--- config.mk ---
export PLATFORM = sky130hd
export DESIGN_NAME = uart1_ctrl_baud_generator
export DESIGN_NICKNAME = d
export VERILOG_FILES = /design/src/core/uart1_pkg.sv /design/src/core/uart1_fifo.sv /design/src/core/uart1_ctrl_baud_generator.sv
export SDC_FILE = /design/constraint.sdc
export NUM_CORES = 1
export LEC_CHECK = 0
export BUFFER_PORTS_ARGS = -buffer_cell sky130_fd_sc_hd__buf_2
export CAP_MARGIN = 40
export CORE_UTILIZATION = 34
export DETAILED_ROUTE_END_ITERATION = 8
export GPL_ROUTABILITY_DRIVEN = 0
export GPL_TIMING_DRIVEN = 0
export SETUP_SLACK_MARGIN = 0.2
export SYNTH_ARGS = -nofsm -noshare
export SYNTH_HDL_FRONTEND = slang
export SYNTH_HIERARCHICAL = 1
export SYNTH_SLANG_ARGS = --single-unit
--- constraint.sdc ---
create_clock -name clk_i -period 6.4 [get_ports clk_i]
set_input_delay 1.28 -clock clk_i [delete_from_list [all_inputs] [get_ports clk_i]]
set_output_delay 1.28 -clock clk_i [all_outputs]
set_load 0.005 [all_outputs]
--- src/core/uart1_pkg.sv ---
// Package of constants for the serial port 1 control and rate generator
package uart1_pkg;
	localparam logic [7:0] ADDR_PORT_CONTROL = 8'h98;
	localparam logic [7:0] ADDR_DATA_BUFFER = 8'h99;
	localparam logic [7:0] ADDR_RATE_RELOAD = 8'h9a;
	localparam logic [7:0] ADDR_RATE_COUNTER = 8'h9b;
	localparam logic [7:0] ADDR_PORT_CONFIG = 8'h9c;
	localparam logic [7:0] RST_PORT_CONTROL = 8'h00;
	localparam logic [7:0] RST_PORT_CONFIG = 8'h20;
	localparam logic [7:0] RST_RATE = 8'h00;
	localparam logic [7:0] RST_BUFFER = 8'h00;
	// Control field positions
	localparam int CTL_MODE0 = 7;
	localparam int CTL_MODE1 = 6;
	localparam int CTL_ADDR = 5;
	localparam int CTL_REN = 4;
	localparam int CTL_TB8 = 3;
	localparam int CTL_RB8 = 2;
	localparam int CTL_TI = 1;
	localparam int CTL_RI = 0;
	// Config field positions
	localparam int CFG_MODE3 = 7;
	localparam int CFG_RUN = 4;
	localparam int CFG_DOUBLE = 3;
	localparam int CFG_SRC = 2;
	localparam int CFG_CKOE = 1;
	localparam int CFG_TME = 0;
	localparam logic [3:0] PRESCALE_LAST = 4'hb;
	localparam logic [7:0] COUNT_MAX = 8'hff;
	typedef enum logic [2:0] {
		MODE_SHIFT = 3'b000,
		MODE_UART8 = 3'b001,
		MODE_UART9_FIXED = 3'b010,
		MODE_UART9_VAR = 3'b011,
		MODE_SPI = 3'b100
	} port_mode_e;
endpackage : uart1_pkg

--- src/core/uart1_fifo.sv ---
// Parameterised flip-flop FIFO with valid and ready on both sides
`timescale 1ns/1ps
module uart1_fifo #(
	parameter int WIDTH = 8,
	parameter int DEPTH = 8
) (
	// Clock and reset
	input wire logic clk_i,
	input wire logic rst_b_i,
	// Fill side
	input wire logic in_valid_i,
	output logic in_ready_o,
	input wire logic [WIDTH-1:0] in_data_i,
	// Drain side
	output logic out_valid_o,
	input wire logic out_ready_i,
	output logic [WIDTH-1:0] out_data_o
);
	localparam int AW = $clog2(DEPTH);
	logic [WIDTH-1:0] mem_q [DEPTH];
	logic [WIDTH-1:0] mem_d [DEPTH];
	logic [AW-1:0] wr_q, wr_d, rd_q, rd_d;
	logic [AW:0] cnt_q, cnt_d;
	logic push, pop;

	assign in_ready_o = (cnt_q < (AW+1)'(DEPTH));
	assign out_valid_o = (cnt_q != '0);
	assign out_data_o = mem_q[rd_q];

	always_comb begin
		push = in_valid_i && in_ready_o;
		pop = out_valid_o && out_ready_i;
		mem_d = mem_q;
		wr_d = wr_q;
		rd_d = rd_q;
		cnt_d = cnt_q;
		if (push) begin
			mem_d[wr_q] = in_data_i;
			wr_d = (wr_q == AW'(DEPTH - 1)) ? '0 : wr_q + 1'b1;
		end
		if (pop) begin
			rd_d = (rd_q == AW'(DEPTH - 1)) ? '0 : rd_q + 1'b1;
		end
		if (push && !pop) begin
			cnt_d = cnt_q + 1'b1;
		end else if (pop && !push) begin
			cnt_d = cnt_q - 1'b1;
		end
	end

	always_ff @(posedge clk_i or negedge rst_b_i) begin
		if (!rst_b_i) begin
			for (int i = 0; i < DEPTH; i++) begin
				mem_q[i] <= '0;
			end
			wr_q <= '0;
			rd_q <= '0;
			cnt_q <= '0;
		end else begin
			mem_q <= mem_d;
			wr_q <= wr_d;
			rd_q <= rd_d;
			cnt_q <= cnt_d;
		end
	end
endmodule : uart1_fifo

--- src/core/uart1_ctrl_baud_generator.sv ---
// Serial port 1 control registers, transmit FIFO, receive buffer and baud rate generator
// Operation
// - Eight-bit up-counter on sysclk/12 or sysclk
// - Overflow reloads counter from reload register
// - Overflow toggles clock output and peripheral clock
// - Port0 timer1 overflow replaced under alternate select
// - Port0 rate follows reload, doubling bit unused
// - Both ports share overflow in modes 1/3
// - Three mode bits select port mode
// - Modes 2/3 addressing needs ninth bit, match
// - Mode 1 addressing needs stop bit, match
// - Reception only while receive enable set
// - Ninth transmit bit from control in modes 2/3
// - Received ninth bit field per mode
// - Transmit flag set by engine, software clears
// - Receive flag set by engine, software clears
// - Data buffer writes fill transmit FIFO, reads return receive buffer
// - Reload write copies counter when timer mode off
// - Source select zero divides by twelve
// - Run bit gates counter, enable gates output
`timescale 1ns/1ps
module uart1_ctrl_baud_generator
	import uart1_pkg::*;
#(
	parameter int FIFO_WIDTH = 8,
	parameter int FIFO_DEPTH = 8
) (
	// Clock and reset
	input wire logic clk_i,
	input wire logic rst_b_i,
	// Special function register port
	input wire logic [7:0] sfr_addr_i,
	input wire logic sfr_wr_i,
	input wire logic sfr_rd_i,
	input wire logic [7:0] sfr_wdata_i,
	output logic [7:0] sfr_rdata_o,
	// Port 0 selection bits
	input wire logic port0_alt_rate_sel_i,
	input wire logic port0_tx_timer2_sel_i,
	input wire logic port0_rx_timer2_sel_i,
	input wire logic port0_is_var_mode_i,
	input wire logic timer1_overflow_i,
	output logic port0_rate_tick_o,
	// Generator outputs
	output logic rate_overflow_flag_o,
	output logic gen_clock_out_o,
	output logic periph_clock_o,
	// Serial engine side
	input wire logic eng_tx_done_i,
	input wire logic eng_rx_done_i,
	input wire logic [7:0] eng_rx_data_i,
	input wire logic eng_rx_ninth_i,
	input wire logic eng_rx_stop_i,
	input wire logic eng_addr_match_i,
	output logic [2:0] port_mode_o,
	output logic rx_enable_o,
	output logic tx_ninth_bit_o,
	output logic port1_rate_tick_o,
	// Transmit data stream to the engine
	output logic tx_valid_o,
	input wire logic tx_ready_i,
	output logic [7:0] tx_data_o,
	output logic tx_load_ready_o
);
	logic [7:0] ctl_q, ctl_d, cfg_q, cfg_d, rld_q, rld_d, cnt_q, cnt_d, buf_q, buf_d, rdata_q, rdata_d;
	logic [3:0] pre_q, pre_d;
	logic ovf_q, ovf_d, cko_q, cko_d, pclk_q, pclk_d, p0_q, p0_d, p1_q, p1_d;
	logic tick, ovf, set_ri, wr_ctl, fifo_in_ready;
	logic [2:0] mode;

	function automatic logic hit(input logic [7:0] a, input logic [7:0] r);
		hit = (a == r);
	endfunction : hit

	uart1_fifo #(
		.WIDTH(FIFO_WIDTH),
		.DEPTH(FIFO_DEPTH)
	) u_tx_fifo (
		.clk_i(clk_i),
		.rst_b_i(rst_b_i),
		.in_valid_i(sfr_wr_i && hit(sfr_addr_i, ADDR_DATA_BUFFER)),
		.in_ready_o(fifo_in_ready),
		.in_data_i(sfr_wdata_i),
		.out_valid_o(tx_valid_o),
		.out_ready_i(tx_ready_i),
		.out_data_o(tx_data_o)
	);

	always_comb begin
		mode = {cfg_q[CFG_MODE3], ctl_q[CTL_MODE0], ctl_q[CTL_MODE1]};
		wr_ctl = sfr_wr_i && hit(sfr_addr_i, ADDR_PORT_CONTROL);
		pre_d = pre_q;
		tick = 1'b0;
		if (cfg_q[CFG_RUN]) begin
			if (cfg_q[CFG_SRC]) begin
				tick = 1'b1;
			end else begin
				tick = (pre_q == PRESCALE_LAST);
				pre_d = tick ? 4'h0 : pre_q + 4'h1;
			end
		end
		ovf = tick && (cnt_q == COUNT_MAX);
		cnt_d = cnt_q;
		if (ovf) begin
			cnt_d = rld_q;
		end else if (tick) begin
			cnt_d = cnt_q + 8'h01;
		end
		rld_d = rld_q;
		if (sfr_wr_i && hit(sfr_addr_i, ADDR_RATE_RELOAD)) begin
			rld_d = sfr_wdata_i;
			if (!cfg_q[CFG_TME]) begin
				cnt_d = sfr_wdata_i;
			end
		end
		if (sfr_wr_i && hit(sfr_addr_i, ADDR_RATE_COUNTER)) begin
			cnt_d = sfr_wdata_i;
		end
		ovf_d = ovf;
		cko_d = cfg_q[CFG_CKOE] ? (cko_q ^ ovf) : 1'b0;
		pclk_d = pclk_q ^ ovf;
		// Port 0 source selection and shared tick
		p0_d = (port0_is_var_mode_i && !port0_tx_timer2_sel_i && !port0_rx_timer2_sel_i && port0_alt_rate_sel_i)
			? ovf : timer1_overflow_i;
		p1_d = ovf && ((mode == MODE_UART8) || (mode == MODE_UART9_VAR));
		cfg_d = cfg_q;
		if (sfr_wr_i && hit(sfr_addr_i, ADDR_PORT_CONFIG)) begin
			cfg_d = sfr_wdata_i;
		end
		buf_d = buf_q;
		if (eng_rx_done_i && ctl_q[CTL_REN]) begin
			buf_d = eng_rx_data_i;
		end
		// Receive flag qualification
		set_ri = 1'b0;
		if (eng_rx_done_i && ctl_q[CTL_REN] && mode != MODE_SPI) begin
			if (!ctl_q[CTL_ADDR] || mode == MODE_SHIFT) begin
				set_ri = 1'b1;
			end else if (mode == MODE_UART8) begin
				set_ri = eng_rx_stop_i && eng_addr_match_i;
			end else begin
				set_ri = eng_rx_ninth_i && eng_addr_match_i;
			end
		end
		ctl_d = wr_ctl ? sfr_wdata_i : ctl_q;
		if (eng_rx_done_i && ctl_q[CTL_REN] && mode != MODE_SHIFT && mode != MODE_SPI) begin
			if (mode == MODE_UART8) begin
				if (!ctl_q[CTL_ADDR]) begin
					ctl_d[CTL_RB8] = eng_rx_stop_i;
				end
			end else begin
				ctl_d[CTL_RB8] = eng_rx_ninth_i;
			end
		end
		if (eng_tx_done_i) begin
			ctl_d[CTL_TI] = 1'b1;
		end
		if (set_ri) begin
			ctl_d[CTL_RI] = 1'b1;
		end
		rdata_d = 8'h00;
		if (sfr_rd_i) begin
			case (sfr_addr_i)
				ADDR_PORT_CONTROL: rdata_d = ctl_q;
				ADDR_DATA_BUFFER: rdata_d = buf_q;
				ADDR_RATE_RELOAD: rdata_d = rld_q;
				ADDR_RATE_COUNTER: rdata_d = cnt_q;
				ADDR_PORT_CONFIG: rdata_d = cfg_q;
				default: rdata_d = 8'h00;
			endcase
		end
	end

	always_ff @(posedge clk_i or negedge rst_b_i) begin
		if (!rst_b_i) begin
			ctl_q <= RST_PORT_CONTROL;
			cfg_q <= RST_PORT_CONFIG;
			rld_q <= RST_RATE;
			cnt_q <= RST_RATE;
			buf_q <= RST_BUFFER;
			rdata_q <= 8'h00;
			pre_q <= 4'h0;
			ovf_q <= 1'b0;
			cko_q <= 1'b0;
			pclk_q <= 1'b0;
			p0_q <= 1'b0;
			p1_q <= 1'b0;
		end else begin
			ctl_q <= ctl_d;
			cfg_q <= cfg_d;
			rld_q <= rld_d;
			cnt_q <= cnt_d;
			buf_q <= buf_d;
			rdata_q <= rdata_d;
			pre_q <= pre_d;
			ovf_q <= ovf_d;
			cko_q <= cko_d;
			pclk_q <= pclk_d;
			p0_q <= p0_d;
			p1_q <= p1_d;
		end
	end

	logic rdy_q;
	always_ff @(posedge clk_i or negedge rst_b_i) begin
		if (!rst_b_i) begin
			rdy_q <= 1'b0;
		end else begin
			rdy_q <= fifo_in_ready;
		end
	end

	assign sfr_rdata_o = rdata_q;
	assign port0_rate_tick_o = p0_q;
	assign rate_overflow_flag_o = ovf_q;
	assign gen_clock_out_o = cko_q;
	assign periph_clock_o = pclk_q;
	assign port_mode_o = {cfg_q[CFG_MODE3], ctl_q[CTL_MODE0], ctl_q[CTL_MODE1]};
	assign rx_enable_o = ctl_q[CTL_REN];
	assign tx_ninth_bit_o = ctl_q[CTL_TB8];
	assign port1_rate_tick_o = p1_q;
	assign tx_load_ready_o = rdy_q;
endmodule : uart1_ctrl_baud_generator

==> flow_summary.json, run 1 <==
{
  "status": "complete, no violations",
  "worstSetupEndpointType": "flop",
  "p_int_mw": 1.73,
  "fmax_mhz": 226,
  "combPwrFrac_pct": 17.5,
  "dp_hpwl_um": 10700,
  "synth_top_family_by_area": "multiplexers",
  "core_area_mm2": 0.0189,
  "via_count": 4433,
  "drt_iter0_drc": 305,
  "leakagePower_nw": 3.75,
  "path_cells": "buf_2, nand4bb_4, nor4b_2, and3b_1, nor2b_1, ha_1, inv_1, ha_1, or4_1, o211ai_1, o211ai_1",
  "cts_repair_resize_count": 0,
  "multi_input_comb_area_mm2": 0.00314,
  "cts_tree": "built",
  "ys.flop_type": "dfrtp_1",
  "syn_to_final_growth_pct": 19.5,
  "cts_max_level": 4,
  "hp-class": "reg2reg",
  "finClkSkew_ns": 0.00700,
  "finalHoldViolCount": 0,
  "crit_slowest_cell": "nor4b_2",
  "crit_fanout": 9,
  "cts_root_buffer": "clkbuf_16",
  "synthAdderAreaFrac_pct": 2.01,
  "cts_hold_buf": 0,
  "regToRegSetupSlack_ns": 3.63,
  "synth-edff-count": 0,
  "netlist_instances": 489,
  "io_pins": 67,
  "reg2reg_from": "u_tx_fifo/cnt_q[0]$_DFFE_PN0P_",
  "p_sw_uw": 638,
  "nets": 622,
  "timing_worst_setup_path_type": "in2reg",
  "cts_sinks": 132,
  "clk_pin_slew_ns": 0.06,
  "routed_wl_um": 15600,
  "fill_cells": 1808,
  "ys_top_cells_by_count": "dfrtp_1, mux2_2, nand2_1",
  "synth.most_common_cell": "dfrtp_1",
  "syn_nets": 538,
  "antenna_found_initial": 0,
  "period_needed_ns": 4.43,
  "drv_cap": 0,
  "synth-compound-area-share_pct": 8.48,
  "whs_path_depth": 1,
  "placed_cells_incl_taps": 814,
  "worstHoldStart": "periph_clock_o$_DFF_PN0_",
  "whs_endpoint": "periph_clock_o$_DFF_PN0_",
  "fp.dieArea_mm2": 0.0200,
  "tns_ns": 0,
  "synth_area_leaders": "dfrtp_1, mux2_2, mux4_1",
  "dieHeight_um": 141,
  "rows": 50,
  "diodes": 0,
  "switching_share_pct": 26.9,
  "yosysUniqueCellTypes": 69,
  "wl_per_cell_um": 18.5,
  "startpoint": "sfr_addr_i[6]",
  "tightest_slew_ns": 0.779,
  "synth_xor_xnor_area_share_pct": 0.397,
  "grt.overflow.total": 0,
  "power.share.clock_pct": 42.1,
  "drc": 0,
  "grt_util_all_layers_pct": 16.7,
  "synth_area_per_cell_um2": 13.5,
  "powerDensity_mw_per_mm2": 300,
  "fin_cells": 846,
  "yosysTopAreaCell": "dfrtp_1",
  "ir_worst_vdd_v": 0.000188,
  "grt_pass1_vias": 4612,
  "pwr-share-seq_pct": 40.4,
  "synthMuxAreaShare_pct": 26.7,
  "numCtsBuffers": 17,
  "syn-cell-area_mm2": 0.00661,
  "cp.arrival_ns": 4.73,
  "crit_required_ns": 6.70,
  "synthSimpleGateAreaFrac_pct": 9.91,
  "dr.pass1.iters": 4,
  "synthArstFlopShare_pct": 100,
  "rsz0062_at_grt": "no",
  "fin_util_pct": 41.8,
  "rr_worst_depth": 8,
  "p_total_mw": 2.37,
  "r2r-end": "u_tx_fifo/cnt_q[3]$_DFFE_PN0P_",
  "relSlewSlack_pct": 47.9,
  "crit_path_start_kind": "primary input",
  "synth_top_area_share_pct": 49.6,
  "io_buffers": 64,
  "initial_core_util_pct": 35.0,
  "avgViaCountPerCell": 5.24,
  "finalSetupViolCount": 0,
  "clk_path_buf_depth": 2,
  "seqCellArea_mm2": 0.00330,
  "ys_ff_latch": 132,
  "ant_nets": 0,
  "hold_ws_ns": 0.470,
  "clock_latency_ns": 0.42,
  "die_w_um": 141,
  "grt_first_pass_wirelength_um": 25000,
  "worst_path_largest_cell_delay_ns": 0.69,
  "slew_viol_final": 0,
  "drive_above_1_share_pct": 43.3,
  "seq_area_frac_synth_pct": 50.0,
  "period_share_pct": 69.2,
  "post_cts_buffers": 0,
  "grt_max_degree": 95,
  "ys_warn_count": 6
}
-- final cells by class --
class	instances	share of cell area [%]
flip-flops and latches	132	41.8
multi-input cells	328	39.8
clock buffers	20	5.78
repair buffers	65	4.48
well taps	260	4.12
clock inverters	12	1.93
plain buffers	22	1.76
inverters	7	0.332
-- metal layers --
layer / vias to the layer above / global-route usage [%] / part of all wire (%)
met3: 17 / 3.95 / 4.6
li1: 2034 / - / -
met4: 0 / 6.17 / 1.9
met5: - / 0 / 0
met1: 2274 / 20.5 / 43
met2: 108 / 28.4 / 51
-- worst max-delay path, delay by kind of cell --
family	cells	cell delay, ns
AO/OA/AOI/OAI	2	0.22
adder cells (fa/ha/maj)	2	0.68
buffers and inverters	2	0.23
AND/OR/NAND/NOR	5	2.31
-- cell usage in the layout (no fill, tap or decap), drive strengths merged, types with 2 or more instances in the layout --
master  instances
a21boi          2
a21o            5
a21oi          15
a22o           10
a22oi           9
a31oi           3
and3            3
and3b           3
buf            79
bufinv          3
clkbuf         28
clkinv          6
dfrtp         131
ha              9
inv             9
mux2          118
mux2i           5
mux4           16
nand2          28
nand2b          4
nand3          10
nand3b          3
nand4b          3
nor2           12
nor2b           4
nor3           10
nor3b           3
nor4            2
o211ai          7
o21a            2
o21ai          13
o31a            2
o31ai           4
or3             3
or4             2
xnor2           2
-- worst max path at each step --
stage,end,cells after the start
after global routing,u_tx_fifo/cnt_q[3]$_DFFE_PN0P_,11
after global placement,u_tx_fifo/cnt_q[3]$_DFFE_PN0P_,11
final,u_tx_fifo/cnt_q[3]$_DFFE_PN0P_,11
after floorplan,u_tx_fifo/cnt_q[3]$_DFFE_PN0P_,10
after CTS,u_tx_fifo/cnt_q[3]$_DFFE_PN0P_,11
after detailed placement,u_tx_fifo/cnt_q[3]$_DFFE_PN0P_,11
-- flip-flops by register name (all words and copies together), names as in the netlist, 3 cells and up --
name / cells
cnt_q: 8
u_tx_fifo/cnt_q: 4
cfg_q: 8
u_tx_fifo/mem_q: 64
u_tx_fifo/wr_q: 3
ctl_q: 8
sfr_rdata_o: 8
u_tx_fifo/rd_q: 3
buf_q: 8
rld_q: 8
pre_q: 4
-- power by group through the flow --
stage               Combinational, mW  Clock [mW]  Sequential, mW
floorplan                       0.297           0           0.954
global placement                0.402           0           0.968
detailed placement              0.421           0           0.971
CTS                             0.422        1.02           0.957
global route                    0.461        1.06           0.967
finish                          0.416       0.999           0.957
-- stage by stage --
step,worst slack [ns],cell area (um^2)
final,1.97,7900
after global routing,1.79,7900
after CTS,2.03,7900
after floorplan,2.29,6610
after global placement,1.72,7260
after detailed placement,1.58,7290
-- logic make-up after synthesis --
logic type | Yosys count
buf+inv | 29
fa+ha+maj | 10
xor+xnor | 3
flops | 132
compound gates | 80
simple gates | 96
mux | 139
Power figures use the tool's default switching activity.
==> run 2, diff against run 1 <==
--- a/config.mk
+++ b/config.mk
@@ -5,6 +5,7 @@
 export SDC_FILE = /design/constraint.sdc
 export NUM_CORES = 1
 export LEC_CHECK = 0
+export ABC_AREA = 1
 export BUFFER_PORTS_ARGS = -buffer_cell sky130_fd_sc_hd__buf_2
 export CAP_MARGIN = 40
 export CORE_UTILIZATION = 34
==> constraint.sdc (replaced) <==
create_clock -name clk_i -period 3.6 [get_ports clk_i]
set_input_delay 0.72 -clock clk_i [delete_from_list [all_inputs] [get_ports clk_i]]
set_output_delay 0.72 -clock clk_i [all_outputs]
set_load 0.005 [all_outputs]
==> flow_summary.json, run 2 <==
{
  "cts_max_level": 4,
  "ys_ff_latch": 132,
  "avgViaCountPerCell": 4.60,
  "via_count": 5691,
  "fp.dieArea_mm2": 0.0210,
  "fin_util_pct": 41.9,
  "ys_warn_count": 6,
  "synth_top_area_share_pct": 47.2,
  "wl_per_cell_um": 14.2,
  "numCtsBuffers": 17,
  "clk_path_buf_depth": 2,
  "dp_hpwl_um": 12900,
  "cts_sinks": 132,
  "top_register": "u_tx_fifo/mem_q",
  "cts_tree": "built",
  "drc": 0,
  "layout_commonest_cell": "nand2_1",
  "antenna_found_initial": 0,
  "routed_wl_um": 17500,
  "rr_worst_depth": 11,
  "hp-class": "in2async",
  "io_pins": 67,
  "fmax_mhz": 346,
  "syn_to_final_growth_pct": 19.1,
  "r2r-end": "u_tx_fifo/cnt_q[3]$_DFFE_PN0P_",
  "netlist_instances": 872,
  "grt_first_pass_wirelength_um": 29100,
  "finalSetupViolCount": 0,
  "cp.arrival_ns": 3.20,
  "timing_worst_setup_path_type": "in2reg",
  "crit_path_start_kind": "primary input",
  "synth.most_common_cell": "nand2_1",
  "finalHoldViolCount": 0,
  "cts_repair_resize_count": 0,
  "startpoint": "sfr_addr_i[6]",
  "yosysUniqueCellTypes": 43,
  "synthArstFlopShare_pct": 100,
  "slew_viol_final": 0,
  "critical_path.endpoint": "u_tx_fifo/cnt_q[3]$_DFFE_PN0P_",
  "ys_top_cells_by_count": "nand2_1, dfrtp_1, nor2_1",
  "ys.flop_type": "dfrtp_1",
  "clock_latency_ns": 0.42,
  "worstSetupEndpointType": "flop",
  "regToRegSetupSlack_ns": 1.54,
  "grt.overflow.total": 0,
  "largest_reg_flops": 64,
  "die_w_um": 145,
  "relSlewSlack_pct": 62.3,
  "yosysTopAreaCell": "dfrtp_1",
  "initial_core_util_pct": 35.2,
  "ant_nets": 0,
  "multi_input_comb_area_mm2": 0.00305,
  "layout_common_cells": "nand2_1, dfrtp_1, nor2_1",
  "drive_above_1_share_pct": 19.5,
  "period_needed_ns": 2.89,
  "clk_pin_slew_ns": 0.06,
  "syn_nets": 921,
  "drt_iter0_drc": 300,
  "grt_max_degree": 90,
  "period_share_pct": 80.4,
  "finClkSkew_ns": 0.0112,
  "nets": 1007,
  "ir_worst_vdd_v": 0.000371,
  "core_area_mm2": 0.0197,
  "seqCellArea_mm2": 0.00330,
  "diodes": 0,
  "grt_util_all_layers_pct": 18.3,
  "drv_cap": 0,
  "crit_required_ns": 3.91,
  "rsz0062_at_grt": "no",
  "dr.pass1.iters": 5,
  "status": "complete, no violations",
  "post_cts_buffers": 0,
  "powerDensity_mw_per_mm2": 573,
  "fill_cells": 1975,
  "syn-cell-area_mm2": 0.00694,
  "crit_fanout": 10,
  "rows": 51,
  "io_buffers": 66,
  "synth_area_per_cell_um2": 7.96,
  "leakagePower_nw": 4.06,
  "synth-edff-count": 0,
  "dieHeight_um": 145,
  "tns_ns": 0,
  "seq_area_frac_synth_pct": 47.6,
  "reg2reg_from": "u_tx_fifo/cnt_q[0]$_DFFE_PN0P_",
  "tightest_slew_ns": 0.565,
  "cts_hold_buf": 0,
  "grt_pass1_vias": 5517,
  "synth_area_leaders": "dfrtp_1, nand2_1, nor2_1",
  "cts_root_buffer": "clkbuf_16"
}
[run 2: cell count changes after synthesis, moves of 9 or more]
cell     change
o21ai_0     +61
a22oi_1      -9
inv_1       +85
nand2_1    +247
a22o_1      -10
nor2_1      +92
mux2_2     -109
nand3_1     +42
o21ai_1     +10
o21ai_2     +26
[run 2: stage by stage]
stage	power, mW	area (um^2)	worst slack [ns]	instances	hold slack, ns
6_report	4.73	8270	0.706	1236	0.219
5_1_grt	5.04	8270	0.474	1236	0.241
4_1_cts	4.79	8270	0.688	1236	0.225
3_5_place_dp	2.91	7640	0.248	1204	0.463
3_3_place_gp	2.89	7600	-0.167	1203	0.458
2_1_floorplan	2.49	6940	0.767	872	0.424
[run 2: worst min-delay path by stage]
stage | depth (start not counted) | to | slack [ns] | start
after floorplan | 0 | buf_q[0]$_DFFE_PN0P_ | 0.42 | rst_b_i
after global placement | 1 | periph_clock_o$_DFF_PN0_ | 0.46 | periph_clock_o$_DFF_PN0_
after detailed placement | 1 | gen_clock_out_o$_DFF_PN0_ | 0.46 | gen_clock_out_o$_DFF_PN0_
after CTS | 1 | buf_q[1]$_DFFE_PN0P_ | 0.23 | rst_b_i
after global routing | 1 | buf_q[1]$_DFFE_PN0P_ | 0.24 | rst_b_i
final | 1 | buf_q[2]$_DFFE_PN0P_ | 0.22 | rst_b_i
[run 2: metal layers]
metal	wire length, um	vias to the layer above	share of wire [%]	track usage (%)
li1	-	2930	-	-
met1	8300	2616	47	24.4
met2	8220	121	47	29.9
met3	722	24	4.1	3.78
met4	285	0	1.6	5.48
met5	0	-	0	0
[run 2: worst max-delay path: stages]
cell,delay [ns]
buf_2,0.10
inv_1,0.06
nand2_2,0.08
nor2_8,0.16
buf_1,0.37
nand2_1,0.10
nor2_1,0.29
nand2_4,0.14
inv_6,0.11
ha_1,0.16
inv_1,0.09
ha_1,0.31
or2_2,0.29
nand2_1,0.07
nand2_1,0.05
nand3_1,0.06
nand2_1,0.05
[run 2: cells by family (layout without fill, tap and decap cells)]
family | after synthesis | count (layout) | synth area share (%)
flops | 132 | 132 | 47.6
simple gates | 461 | 461 | 28.9
mux | 9 | 9 | 1.44
compound gates | 127 | 127 | 10.9
xor+xnor | 6 | 6 | 0.757
buf+inv | 127 | 226 | 8.51
fa+ha+maj | 10 | 10 | 1.91
[run 2: final cells by class]
type / instances / share of cell area, %
buffer: 31 / 2.72
inverter: 96 / 4.42
timing repair buffer: 67 / 4.40
clock inverter: 15 / 2.50
clock buffer: 17 / 5.15
multi-input combinational: 613 / 36.8
sequential: 132 / 40.0
tap: 265 / 4.01
[run 2: power by group]
group	switching (mW)	internal [mW]	total (mW)
combinational	0.732	0.429	1.16
clock	0.698	1.16	1.86
sequential	0.108	1.60	1.71
total	1.54	3.20	4.73
==> run 3, diff against run 2 <==
==> constraint.sdc (replaced) <==
create_clock -name clk_i -period 2.5 [get_ports clk_i]
set_input_delay 0.5 -clock clk_i [delete_from_list [all_inputs] [get_ports clk_i]]
set_output_delay 0.5 -clock clk_i [all_outputs]
set_load 0.005 [all_outputs]
==> flow_summary.json, run 3 (synthesized netlist as in run 2, its figures left out) <==
{
  "status": "complete, no violations",
  "cts_sinks": 132,
  "grt_util_all_layers_pct": 17.9,
  "reg2reg_from": "u_tx_fifo/cnt_q[0]$_DFFE_PN0P_",
  "cts_hold_buf": 0,
  "clock_latency_ns": 0.42,
  "syn_to_final_growth_pct": 20.4,
  "timing_worst_setup_path_type": "reg2out",
  "drive_above_1_share_pct": 20.7,
  "diodes": 0,
  "cp.arrival_ns": 1.69,
  "top_register": "u_tx_fifo/mem_q",
  "placed_cells_incl_taps": 1204,
  "fmax_mhz": 456,
  "layout_common_cells": "nand2_1, dfrtp_1, nor2_1",
  "rows": 51,
  "postLayoutCellArea_mm2": 0.00836,
  "rsz0062_at_grt": "no",
  "nets": 1009,
  "dpl_worst_slack_ns": -0.313,
  "powerDensity_mw_per_mm2": 823,
  "ant_nets": 0,
  "finalSetupViolCount": 0,
  "io_buffers": 66,
  "r2r-end": "u_tx_fifo/cnt_q[3]$_DFFE_PN0P_",
  "drv_cap": 0,
  "fin_cells": 1236,
  "fp.dieArea_mm2": 0.0210,
  "antenna_found_initial": 0,
  "clk_path_buf_depth": 2,
  "cts_tree": "built",
  "finalHoldViolCount": 0,
  "grt_pass1_vias": 5474,
  "routed_wl_um": 17400,
  "place_area_mm2": 0.00768,
  "drc": 0,
  "layout_commonest_cell": "nand2_1",
  "ir_worst_vdd_v": 0.000553,
  "drt_iter0_drc": 353,
  "avgViaCountPerCell": 4.64,
  "crit_required_ns": 2.00,
  "dr.pass1.iters": 5,
  "finClkSkew_ns": 0.0153,
  "io_pins": 67,
  "die_w_um": 145,
  "fill_cells": 2040,
  "dp_hpwl_um": 12800,
  "cts_max_level": 4,
  "wl_per_cell_um": 14.1,
  "core_area_mm2": 0.0197,
  "grt_first_pass_wirelength_um": 28500,
  "slew_viol_final": 0,
  "grt.overflow.total": 0,
  "fin_util_pct": 42.4,
  "clk_pin_slew_ns": 0.06,
  "grt_max_degree": 90,
  "crit_fanout": 10,
  "worst_slack_ns": 0.307,
  "initial_core_util_pct": 35.2,
  "worstSetupEndpointType": "output port",
  "tightest_slew_ns": 0.458,
  "regToRegSetupSlack_ns": 0.55,
  "numCtsBuffers": 17,
  "largest_reg_flops": 64,
  "dieHeight_um": 145,
  "via_count": 5740,
  "period_needed_ns": 2.19,
  "rr_worst_depth": 11,
  "cts_root_buffer": "clkbuf_16",
  "hp-class": "in2async",
  "leakagePower_nw": 4.11,
  "tns_ns": 0,
  "period_share_pct": 87.7,
  "relSlewSlack_pct": 69.4,
  "crit_path_start_kind": "flop"
}
## run 3: what timing repair did
action,CTS,global route
setup buffers,1,0
pin swaps,1,0
setup endpoints to repair,9,9
gates resized for setup,10,16
cloned,0,1
## run 3: worst max-delay path, stage by stage (launching register included)
cell and delay (ns):
dfrtp_1 0.38, buf_4 0.18, buf_2 0.21, nor2_1 0.13, nand2_1 0.05, nand2_1 0.08, nand2_1 0.05, nand2_1 0.08
buf_2 0.11
## run 3: area by class of cell
type,instances,area (um^2),area share (%)
Sequential cell,132,3310,39.5
Multi-Input combinational cell,613,3090,36.9
Clock buffer,21,470,5.63
Timing Repair Buffer,69,377,4.51
Inverter,96,369,4.42
Tap cell,265,332,3.97
Buffer,31,267,3.19
Clock inverter,9,153,1.83
## run 3: worst max-delay path by stage
stage	from	to	slack [ns]	cells past startpoint
after floorplan	sfr_addr_i[2]	u_tx_fifo/cnt_q[3]$_DFFE_PN0P_	0.20	15
after global routing	u_tx_fifo/rd_q[0]$_DFFE_PN0P_	tx_data_o[5]	0.21	9
after CTS	u_tx_fifo/rd_q[1]$_DFFE_PN0P_	tx_data_o[6]	0.18	9
after detailed placement	sfr_addr_i[2]	u_tx_fifo/cnt_q[3]$_DFFE_PN0P_	-0.31	16
after global placement	rst_b_i	u_tx_fifo/mem_q[53]$_DFFE_PN0P_	-0.98	1
final	u_tx_fifo/rd_q[1]$_DFFE_PN0P_	tx_data_o[5]	0.31	8
## run 3: through the flow
step | hold slack, ns | total power [mW]
6_report | 0.00380 | 6.88
5_1_grt | 0.0218 | 7.33
4_1_cts | 0.0137 | 6.91
3_5_place_dp | 0.456 | 4.19
3_3_place_gp | 0.446 | 4.18
2_1_floorplan | 0.204 | 3.60
## run 3: routing by layer
metal  global-route usage [%]  wire length, um  up-vias  share of wire (%)
met1                     23.5             8110     2649                 47
met3                     4.44              853       23                4.9
li1                         -                -     2929                  -
met4                     5.43              312        0                1.8
met5                        0                0        -                  0
met2                     28.9             8090      139                 47
## run 3: power breakdown
group          switching [mW]  leakage (nW)  internal (mW)
sequential              0.164          1.65           2.31
clock                   0.914         0.297           1.73
combinational            1.07          2.16          0.697
total                    2.14          4.11           4.74
